$ cat config.mk
export PLATFORM = sky130hd
export DESIGN_NAME = talu_unit
export DESIGN_NICKNAME = d
export VERILOG_FILES = /design/src/core/talu_unit.v
export VERILOG_INCLUDE_DIRS = /design/src /design/src/inc
export SDC_FILE = /design/constraint.sdc
export NUM_CORES = 2
export LEC_CHECK = 0
export BUFFER_PORTS_ARGS = -buffer_cell sky130_fd_sc_hd__buf_2
export CORE_MARGIN = 5
export CORE_UTILIZATION = 45
export CTS_CLUSTER_SIZE = 16
export DETAILED_ROUTE_END_ITERATION = 8
export PLACE_DENSITY = 0.61
export SYNTH_ARGS = -nofsm -noshare
export SYNTH_HDL_FRONTEND = slang
export SYNTH_SLANG_ARGS = --single-unit
$ cat constraint.sdc
create_clock -name aclk -period 17.7 [get_ports aclk]
set_clock_uncertainty 0.05 [all_clocks]
set_input_delay 2.655 -clock aclk [delete_from_list [all_inputs] [get_ports aclk]]
set_output_delay 2.655 -clock aclk [all_outputs]
set_load 0.05 [all_outputs]
$ cat src/inc/taluv_regs.vh
// constants for the token arithmetic/logic unit
`ifndef TALUV_REGS_VH
`define TALUV_REGS_VH
// ****************************************
// token and instruction layout
// ****************************************
`define TALU_ID_W 12
`define TALU_OP_LSB 0
`define TALU_OP_MSB 4
`define TALU_TST_LSB 5
`define TALU_TST_MSB 7
`define TALU_SKIP_BIT 8
`define TALU_BRC_BIT 9
`define TALU_FMT_LSB 10
`define TALU_FMT_MSB 11
`define TALU_SWAP_BIT 12
`define TALU_FULL_BIT 13
// ****************************************
// output formats
// ****************************************
`define TALU_FMT_X 2'h0
`define TALU_FMT_Y 2'h1
`define TALU_FMT_XX 2'h2
`define TALU_FMT_XY 2'h3
// ****************************************
// condition tests
// ****************************************
`define TALU_TST_NONE 3'h0
`define TALU_TST_EQ 3'h1
`define TALU_TST_LT 3'h2
`define TALU_TST_LE 3'h3
`define TALU_TST_GT 3'h4
`define TALU_TST_GE 3'h5
`define TALU_TST_NE 3'h6
`define TALU_TST_OVF 3'h7
// ****************************************
// opcodes
// ****************************************
`define TALU_OP_OR 5'h00
`define TALU_OP_AND 5'h01
`define TALU_OP_XOR 5'h02
`define TALU_OP_ANDN 5'h03
`define TALU_OP_SHL 5'h04
`define TALU_OP_SHLR 5'h05
`define TALU_OP_SHR 5'h06
`define TALU_OP_SHRR 5'h07
`define TALU_OP_INC 5'h0A
`define TALU_OP_DEC 5'h0B
`define TALU_OP_NOT 5'h0C
`define TALU_OP_ADD 5'h18
`define TALU_OP_SUB 5'h19
`define TALU_OP_MUL 5'h1A
`define TALU_OP_NOP 5'h1B
`define TALU_OP_ADD_LEADING_ZERO_COUNT 5'h1C
`define TALU_OP_SUB_LEADING_ZERO_COUNT 5'h1D
`define TALU_OP_MUL_LEADING_ZERO_COUNT 5'h1E
`define TALU_OP_PASS_LEADING_ZERO_COUNT 5'h1F
// ****************************************
// register map
// ****************************************
`define TALU_REG_CTRL 4'h0
`define TALU_REG_STAT 4'h4
`define TALU_CTRL_RST 1'h1
`define TALU_RESP_OK 2'h0
`define TALU_RESP_ERR 2'h2
`endif
$ cat src/core/talu_unit.v
// token-driven arithmetic/logic processing unit with register slave
// Functional notes
// - drop instruction bits 12, 13 before arithmetic
// - full_left 0: one operand; 1: two
// - operand_swap exchanges A and B on entry
// - output_format picks one or two tokens
// - each output is data, condition, sign
// - branch_select adds one to the id of condition-true tokens
// - cond_skip with unequal conditions gives no-op
// - test true sets both conditions, else clears
// - eight test codes; none copies input conditions
// - OR, AND, XOR, complement-A AND B
// - 01100 complements A, ignores B
// - arithmetic operands are 17-bit signed values
// - add/subtract to X, Y normally zero
// - overflow Y plus one, underflow minus one
// - multiply: upper half X, lower Y
// - 11011 passes A to X, B to Y
// - 5-bit opcode, shifts and reversed variants
// - shift-count variants put leading zeros in Y
// - increment/decrement A with overflow on Y
// - barrel shift by B low bits, B sign direction
`timescale 1ns/1ns
`include "taluv_regs.vh"

module talu_unit (
    input wire aclk,
    input wire aresetn,
    input wire [3:0] s_axi_awaddr,
    input wire s_axi_awvalid,
    output wire s_axi_awready,
    input wire [31:0] s_axi_wdata,
    input wire [3:0] s_axi_wstrb,
    input wire s_axi_wvalid,
    output wire s_axi_wready,
    output reg [1:0] s_axi_bresp,
    output reg s_axi_bvalid,
    input wire s_axi_bready,
    input wire [3:0] s_axi_araddr,
    input wire s_axi_arvalid,
    output wire s_axi_arready,
    output reg [31:0] s_axi_rdata,
    output reg [1:0] s_axi_rresp,
    output reg s_axi_rvalid,
    input wire s_axi_rready,
    input wire in_valid,
    output wire in_ready,
    input wire [13:0] in_instr,
    input wire [`TALU_ID_W-1:0] in_id,
    input wire [15:0] a_data,
    input wire a_sign,
    input wire a_cond,
    input wire [15:0] b_data,
    input wire b_sign,
    input wire b_cond,
    output wire out_valid,
    input wire out_ready,
    output reg [`TALU_ID_W-1:0] out_id,
    output reg [15:0] out_data,
    output reg out_sign,
    output reg out_cond
);
// ****************************************
// register slave
// ****************************************
reg aw_q;
reg [3:0] awaddr_q;
reg w_q;
reg [31:0] wdata_q;
reg [3:0] wstrb_q;
reg enable_q;
reg [15:0] count_q;
reg [1:0] state_q;
wire wr_go = aw_q && w_q && !s_axi_bvalid;

assign s_axi_awready = !aw_q;
assign s_axi_wready = !w_q;
assign s_axi_arready = !s_axi_rvalid;

always @(posedge aclk)
begin
    if (!aresetn)
    begin
        aw_q <= 1'b0;
        awaddr_q <= 4'h0;
        w_q <= 1'b0;
        wdata_q <= 32'h0;
        wstrb_q <= 4'h0;
        enable_q <= `TALU_CTRL_RST;
        s_axi_bvalid <= 1'b0;
        s_axi_bresp <= `TALU_RESP_OK;
        s_axi_rvalid <= 1'b0;
        s_axi_rresp <= `TALU_RESP_OK;
        s_axi_rdata <= 32'h0;
    end
    else
    begin
        if (s_axi_awvalid && !aw_q)
        begin
            aw_q <= 1'b1;
            awaddr_q <= s_axi_awaddr;
        end
        if (s_axi_wvalid && !w_q)
        begin
            w_q <= 1'b1;
            wdata_q <= s_axi_wdata;
            wstrb_q <= s_axi_wstrb;
        end
        if (wr_go)
        begin
            aw_q <= 1'b0;
            w_q <= 1'b0;
            s_axi_bvalid <= 1'b1;
            s_axi_bresp <= `TALU_RESP_OK;
            if ({awaddr_q[3:2], 2'h0} == `TALU_REG_CTRL && wstrb_q[0])
                enable_q <= wdata_q[0];
            if ({awaddr_q[3:2], 2'h0} != `TALU_REG_CTRL &&
                {awaddr_q[3:2], 2'h0} != `TALU_REG_STAT)
                s_axi_bresp <= `TALU_RESP_ERR;
        end
        else if (s_axi_bvalid && s_axi_bready)
            s_axi_bvalid <= 1'b0;
        if (s_axi_arvalid && !s_axi_rvalid)
        begin
            s_axi_rvalid <= 1'b1;
            s_axi_rresp <= `TALU_RESP_OK;
            case ({s_axi_araddr[3:2], 2'h0})
            `TALU_REG_CTRL: s_axi_rdata <= {31'h0, enable_q};
            `TALU_REG_STAT:
                s_axi_rdata <= {count_q, 14'h0, state_q};
            default:
            begin
                s_axi_rdata <= 32'h0;
                s_axi_rresp <= `TALU_RESP_ERR;
            end
            endcase
        end
        else if (s_axi_rvalid && s_axi_rready)
            s_axi_rvalid <= 1'b0;
    end
end
// ****************************************
// operand preparation
// ****************************************
wire swap = in_instr[`TALU_SWAP_BIT];
wire full = in_instr[`TALU_FULL_BIT];
wire [11:0] ins = in_instr[11:0];
wire [4:0] op_raw = ins[`TALU_OP_MSB:`TALU_OP_LSB];
wire [2:0] tst = ins[`TALU_TST_MSB:`TALU_TST_LSB];
wire skip_en = ins[`TALU_SKIP_BIT];
wire branch_select = ins[`TALU_BRC_BIT];
wire [1:0] fmt = ins[`TALU_FMT_MSB:`TALU_FMT_LSB];
// one-operand instructions see no B token
wire [16:0] b_in = full ? {b_sign, b_data} : 17'h0;
wire [16:0] pa = swap ? b_in : {a_sign, a_data};
wire [16:0] pb = swap ? {a_sign, a_data} : b_in;
wire pac = swap ? b_cond & full : a_cond;
wire pbc = swap ? a_cond : b_cond & full;
wire [4:0] op = (skip_en && (pac != pbc)) ? `TALU_OP_NOP : op_raw;
// ****************************************
// datapath
// ****************************************
wire signed [17:0] sum = {pa[16], pa} + {pb[16], pb};
wire signed [17:0] dif = {pa[16], pa} - {pb[16], pb};
wire signed [17:0] inc = {pa[16], pa} + 18'h00001;
wire signed [17:0] dec = {pa[16], pa} - 18'h00001;
wire signed [33:0] prod = $signed(pa) * $signed(pb);
wire [4:0] shn = pb[4] ? 5'h10 : pb[4:0];
wire [31:0] shr = {pa[15:0], 16'h0} >> shn;
wire [31:0] shl = {16'h0, pa[15:0]} << shn;
reg [16:0] x_r;
reg [16:0] y_r;
reg ovf;
reg udf;
reg sc;
reg [15:0] xrev;
reg [4:0] lz;
integer i;
always @*
begin
    x_r = pa;
    y_r = pb;
    ovf = 1'b0;
    udf = 1'b0;
    sc = 1'b0;
    case (op)
    `TALU_OP_OR: x_r = {pa[16], pa[15:0] | pb[15:0]};
    `TALU_OP_AND: x_r = {pa[16], pa[15:0] & pb[15:0]};
    `TALU_OP_XOR: x_r = {pa[16], pa[15:0] ^ pb[15:0]};
    `TALU_OP_ANDN: x_r = {pa[16], ~pa[15:0] & pb[15:0]};
    `TALU_OP_NOT: x_r = {pa[16], ~pa[15:0]};
    `TALU_OP_ADD, `TALU_OP_ADD_LEADING_ZERO_COUNT:
    begin
        x_r = sum[16:0];
        ovf = !sum[17] && sum[16];
        udf = sum[17] && !sum[16];
        sc = op[2];
    end
    `TALU_OP_SUB, `TALU_OP_SUB_LEADING_ZERO_COUNT:
    begin
        x_r = dif[16:0];
        ovf = !dif[17] && dif[16];
        udf = dif[17] && !dif[16];
        sc = op[2];
    end
    `TALU_OP_INC:
    begin
        x_r = inc[16:0];
        ovf = !inc[17] && inc[16];
    end
    `TALU_OP_DEC:
    begin
        x_r = dec[16:0];
        udf = dec[17] && !dec[16];
    end
    `TALU_OP_MUL, `TALU_OP_MUL_LEADING_ZERO_COUNT:
    begin
        x_r = {prod[33], prod[31:16]};
        y_r = {prod[33], prod[15:0]};
        sc = op[2];
    end
    `TALU_OP_PASS_LEADING_ZERO_COUNT: sc = 1'b1;
    `TALU_OP_SHL, `TALU_OP_SHLR, `TALU_OP_SHR, `TALU_OP_SHRR:
    begin
        x_r = {pa[16], pb[16] ? shl[15:0] : shr[31:16]};
        y_r = {pb[16], pb[16] ? shl[31:16] : shr[15:0]};
    end
    default: x_r = pa;
    endcase
    if (op == `TALU_OP_ADD || op == `TALU_OP_SUB || op == `TALU_OP_INC ||
        op == `TALU_OP_DEC || sc)
        y_r = 17'h0;
    // bit-reversed shift variants sit on the odd shift codes
    for (i = 0; i < 16; i = i + 1)
        xrev[i] = x_r[15 - i];
    if (op[4:2] == 3'h1 && op[0])
        x_r = {x_r[16], xrev};
    lz = 5'h10;
    for (i = 0; i < 16; i = i + 1)
        if (x_r[i])
            lz = 5'h0F - i[4:0];
    if (sc)
        y_r = {1'b0, 11'h0, lz};
    if (ovf)
        y_r = 17'h00001;
    else if (udf)
        y_r = 17'h1FFFF;
end
// ****************************************
// condition test
// ****************************************
wire zero = (x_r == 17'h0);
wire neg = x_r[16];
reg hit;
reg cx;
reg cy;
always @*
begin
    case (tst)
    `TALU_TST_EQ: hit = zero;
    `TALU_TST_LT: hit = neg;
    `TALU_TST_LE: hit = neg || zero;
    `TALU_TST_GT: hit = !neg && !zero;
    `TALU_TST_GE: hit = !neg;
    `TALU_TST_NE: hit = !zero;
    `TALU_TST_OVF: hit = ovf || udf;
    default: hit = 1'b0;
    endcase
    cx = (tst == `TALU_TST_NONE) ? pac : hit;
    cy = (tst == `TALU_TST_NONE) ? pbc : hit;
end
// ****************************************
// output sequencing
// ****************************************
localparam ST_IDLE = 2'h0;
localparam ST_ONE = 2'h1;
localparam ST_TWO = 2'h2;
reg [`TALU_ID_W-1:0] id2_q;
reg [17:0] tok2_q;
reg brc_q;
wire take = in_valid && in_ready;
wire give = out_valid && out_ready;
wire [17:0] tx = {cx, x_r};
wire [17:0] ty = {cy, y_r};
wire [17:0] first = (fmt == `TALU_FMT_Y) ? ty : tx;
wire [17:0] second = (fmt == `TALU_FMT_XY) ? ty : tx;
wire [`TALU_ID_W-1:0] in_id1 = in_id + 1'b1;
assign in_ready = enable_q && (state_q == ST_IDLE);
assign out_valid = (state_q != ST_IDLE);
always @(posedge aclk)
begin
    if (!aresetn)
    begin
        state_q <= ST_IDLE;
        count_q <= 16'h0;
        out_id <= {`TALU_ID_W{1'b0}};
        out_data <= 16'h0;
        out_sign <= 1'b0;
        out_cond <= 1'b0;
        id2_q <= {`TALU_ID_W{1'b0}};
        tok2_q <= 18'h0;
        brc_q <= 1'b0;
    end
    else
    begin
        case (state_q)
        ST_IDLE:
        begin
            if (take)
            begin
                state_q <= fmt[1] ? ST_TWO : ST_ONE;
                count_q <= count_q + 16'h0001;
                brc_q <= branch_select;
                {out_cond, out_sign, out_data} <= first;
                out_id <= (branch_select && first[17]) ? in_id1 : in_id;
                tok2_q <= second;
                id2_q <= in_id1;
            end
        end
        ST_TWO:
        begin
            if (give)
            begin
                state_q <= ST_ONE;
                {out_cond, out_sign, out_data} <= tok2_q;
                out_id <= (brc_q && tok2_q[17]) ? id2_q + 1'b1 : id2_q;
            end
        end
        ST_ONE:
            if (give)
                state_q <= ST_IDLE;
        default: state_q <= ST_IDLE;
        endcase
    end
end

endmodule // talu_unit

==> metrics.cfg <==
[power]
peakVddDrop_v=0.0001915
p_comb_share_pct=86.8
powerDensity_mw_per_mm2=139.6
power_uw=3643
intPower_uw=1475
seqPwrFrac_pct=7.6
sw_frac_of_total_pct=59.51
p_sw_uw=2168
clock_power_share_pct=5.5
p_leak_uw=0.01163

[drt]
routed_wl_um=114200
dr.first_iter.drc_count=3069
route.detailed.drc=0
vias_per_cell=6.510
drt-pass1-iter-count=7
dr_total_vias=25810
drt-wirelength-per-cell_um=28.81
postRouteAntennaNets=0

[grt]
grt_max_degree=90
track_usage_pct=37.23
antenna_found_initial=5
grt_pass1_vias=24960
grt_pass1_wl_um=167100
grt_overflow=0

[clock_tree]
numCtsBuffers=9
cts_tree=built
cts_root_buf=clkbuf_16
clk_latency_ps=370
cts.sinks=108
cts_max_level=3
cts_hold_buf=0
post_cts_resized=0
path_clk_slew_ps=80
clock_path_buffers=2
cts_setup_buffers=0

[synthesis]
synthArstFlopShare_pct=0
ys.flop_type=dfxtp_1
yosysUniqueCellTypes=103
synth-edff-count=0
ys_seq_area_share_pct=8.791
ys_ff_latch=108
postSynthCellCount=3251
synthesis.area_mm2=0.02459
syn-mean-instance-area_um2=7.565
yosys_warnings=0

[cells_and_area]
syn2layout_area_growth_pct=6.125
multi_input_area_mm2=0.02007
seqCellArea_mm2=0.002162
nets=3811
final_cell_mix=inv_1, nand2_1, nor2_1
fin_area_mm2=0.02610
nFillCells=5439
final_common_cell=inv_1
final_layout_size_suffix_gt1_share_pct=9.071

[sta]
setup_ws_ps=3865
hold_violations=0
drv_slew=0
maxSlewHeadroom_pct=12.22
max_freq_mhz=72.28
setup-tns-final_ps=0
finalCritPeriodShare_pct=78.16
setup_viol_count_final=0
tightest_slew_ps=1314
layout_min_cycle_time_ps=13830
rsz0062_at_grt=false

[placed_design]
placed_area_mm2=0.02580
pre_cts_slack_ps=3863
place_congestion=1.072
portBuffers=133
hpwl_um=88090

[worst_setup_path]
path_max_fanout=76
slowest_delay_ps=940
crit_slowest_cell=a2111oi_0
endpoint_kind=flip-flop
worstPathArrival_ps=14010
required_ps=17880
startpoint_type=input port
crit_type=in -> reg
critPathMostFrequentCell=fa_1

[outcome]
status=complete, no violations

[die]
die_w_um=243.8
start_util_pct=45.52
dieHeight_um=243.8
fp-row-count=85
core_area_mm2=0.05403
ios=188
die_area_mm2=0.05943

[job]
max_cap_viol_count=0

[hold_path]
hold_class=reg -> reg

==> cell usage after synthesis, types with 18 or more instances <==
cell	number	area, µm²
a21oi_1	158	790.8
nand3_1	86	430.4
xnor2_1	73	639.4
buf_1	34	127.6
ha_1	140	1752
nor3_1	76	380.4
nand2_1	360	1351
fa_1	298	5966
inv_1	373	1400
dfxtp_1	108	2162
a211oi_1	50	375.4
o22ai_1	32	200.2
a22oi_1	34	255.2
nor2_1	350	1314
or3_1	20	125.1
clkbuf_1	140	525.5
mux2i_1	53	530.5
o211ai_1	72	540.5
buf_2	29	145.1
xor2_1	23	201.4
and3_1	37	231.5
a31oi_1	28	175.2
nor4_1	21	131.4
nand2b_1	40	250.2
a221oi_1	21	183.9
nand4_1	51	319.1
o21ai_0	128	640.6
buf_4	18	135.1
nor2b_1	23	143.9
o31ai_1	22	165.2
==> stage by stage <==
step | hold WS (ps) | util [%] | instances
floorplan | 381.7 | - | 3266
global placement | 389.4 | 47.76 | 3943
detailed placement | 394.9 | 47.76 | 3943
CTS | 404.8 | 48.29 | 3959
global route | 420.3 | 48.30 | 3961
finish | 401.6 | 48.31 | 3964
==> state kept, by name, summed over array words and instances, names as in the netlist <==
register,count
aw_q,1
awaddr_q,2
brc_q,1
count_q,16
enable_q,1
id2_q,12
out_cond,1
out_data,16
out_id,12
out_sign,1
s_axi_bresp,1
s_axi_bvalid,1
s_axi_rdata,18
s_axi_rresp,1
s_axi_rvalid,1
state_q,2
tok2_q,18
w_q,1
wdata_q,1
wstrb_q,1
==> routing by layer <==
layer / part of all wire [%] / global-route usage, %
met1: 41 / 49.92
met2: 43 / 56.87
met3: 11 / 10.09
met4: 5.5 / 15.85
met5: 0.028 / 0
==> path summary, 6_finish.rpt <==
check / cells past startpoint / to / startpoint / slack (ps)
worst max-delay path: 32 / out_id[4] / in_instr[12] / 3870
worst min-delay path: 2 / tok2_q[5] / tok2_q[5] / 400
worst max register to register: 10 / out_id[9] / state_q[0] / 14590
worst min register to register: 2 / tok2_q[5] / tok2_q[5] / 400
==> worst max-delay path: cells and delay by family <==
kind	cells	cell delay, ps
AO/OA/AOI/OAI	10	3800
adder cells (fa/ha/maj)	7	3270
AND/OR/NAND/NOR	6	1680
multiplexers	1	250
buffers and inverters	8	2290
==> final cells by class <==
cell class	count	area share, %
Sequential cell	108	8.283
Clock inverter	6	0.2157
Clock buffer	10	0.8772
Timing Repair Buffer	212	4.832
Multi-Input combinational cell	2544	76.90
Antenna cell	5	0.04794
Inverter	383	5.508
Tap cell	696	3.336
==> cell families after synthesis <==
logic type | Yosys count | share of synthesized area (%)
compound gates | 775 | 21.68
fa+ha+maj | 438 | 31.38
flops | 108 | 8.791
other cells | 1 | 0.01525
buf+inv | 614 | 10.06
simple gates | 1162 | 22.28
mux | 57 | 2.386
xor+xnor | 96 | 3.419
==> power by group through the flow <==
| stage | clock network (µW) | registers (µW) | logic (µW) |
|---|---|---|---|
| after global routing | 218 | 281 | 3470 |
| after global placement | 0 | 283 | 3020 |
| final | 201 | 278 | 3160 |
| after floorplan | 0 | 320 | 2170 |
| after detailed placement | 0 | 284 | 3050 |
| after CTS | 206 | 278 | 3070 |
(Power assumes the default switching activity.)
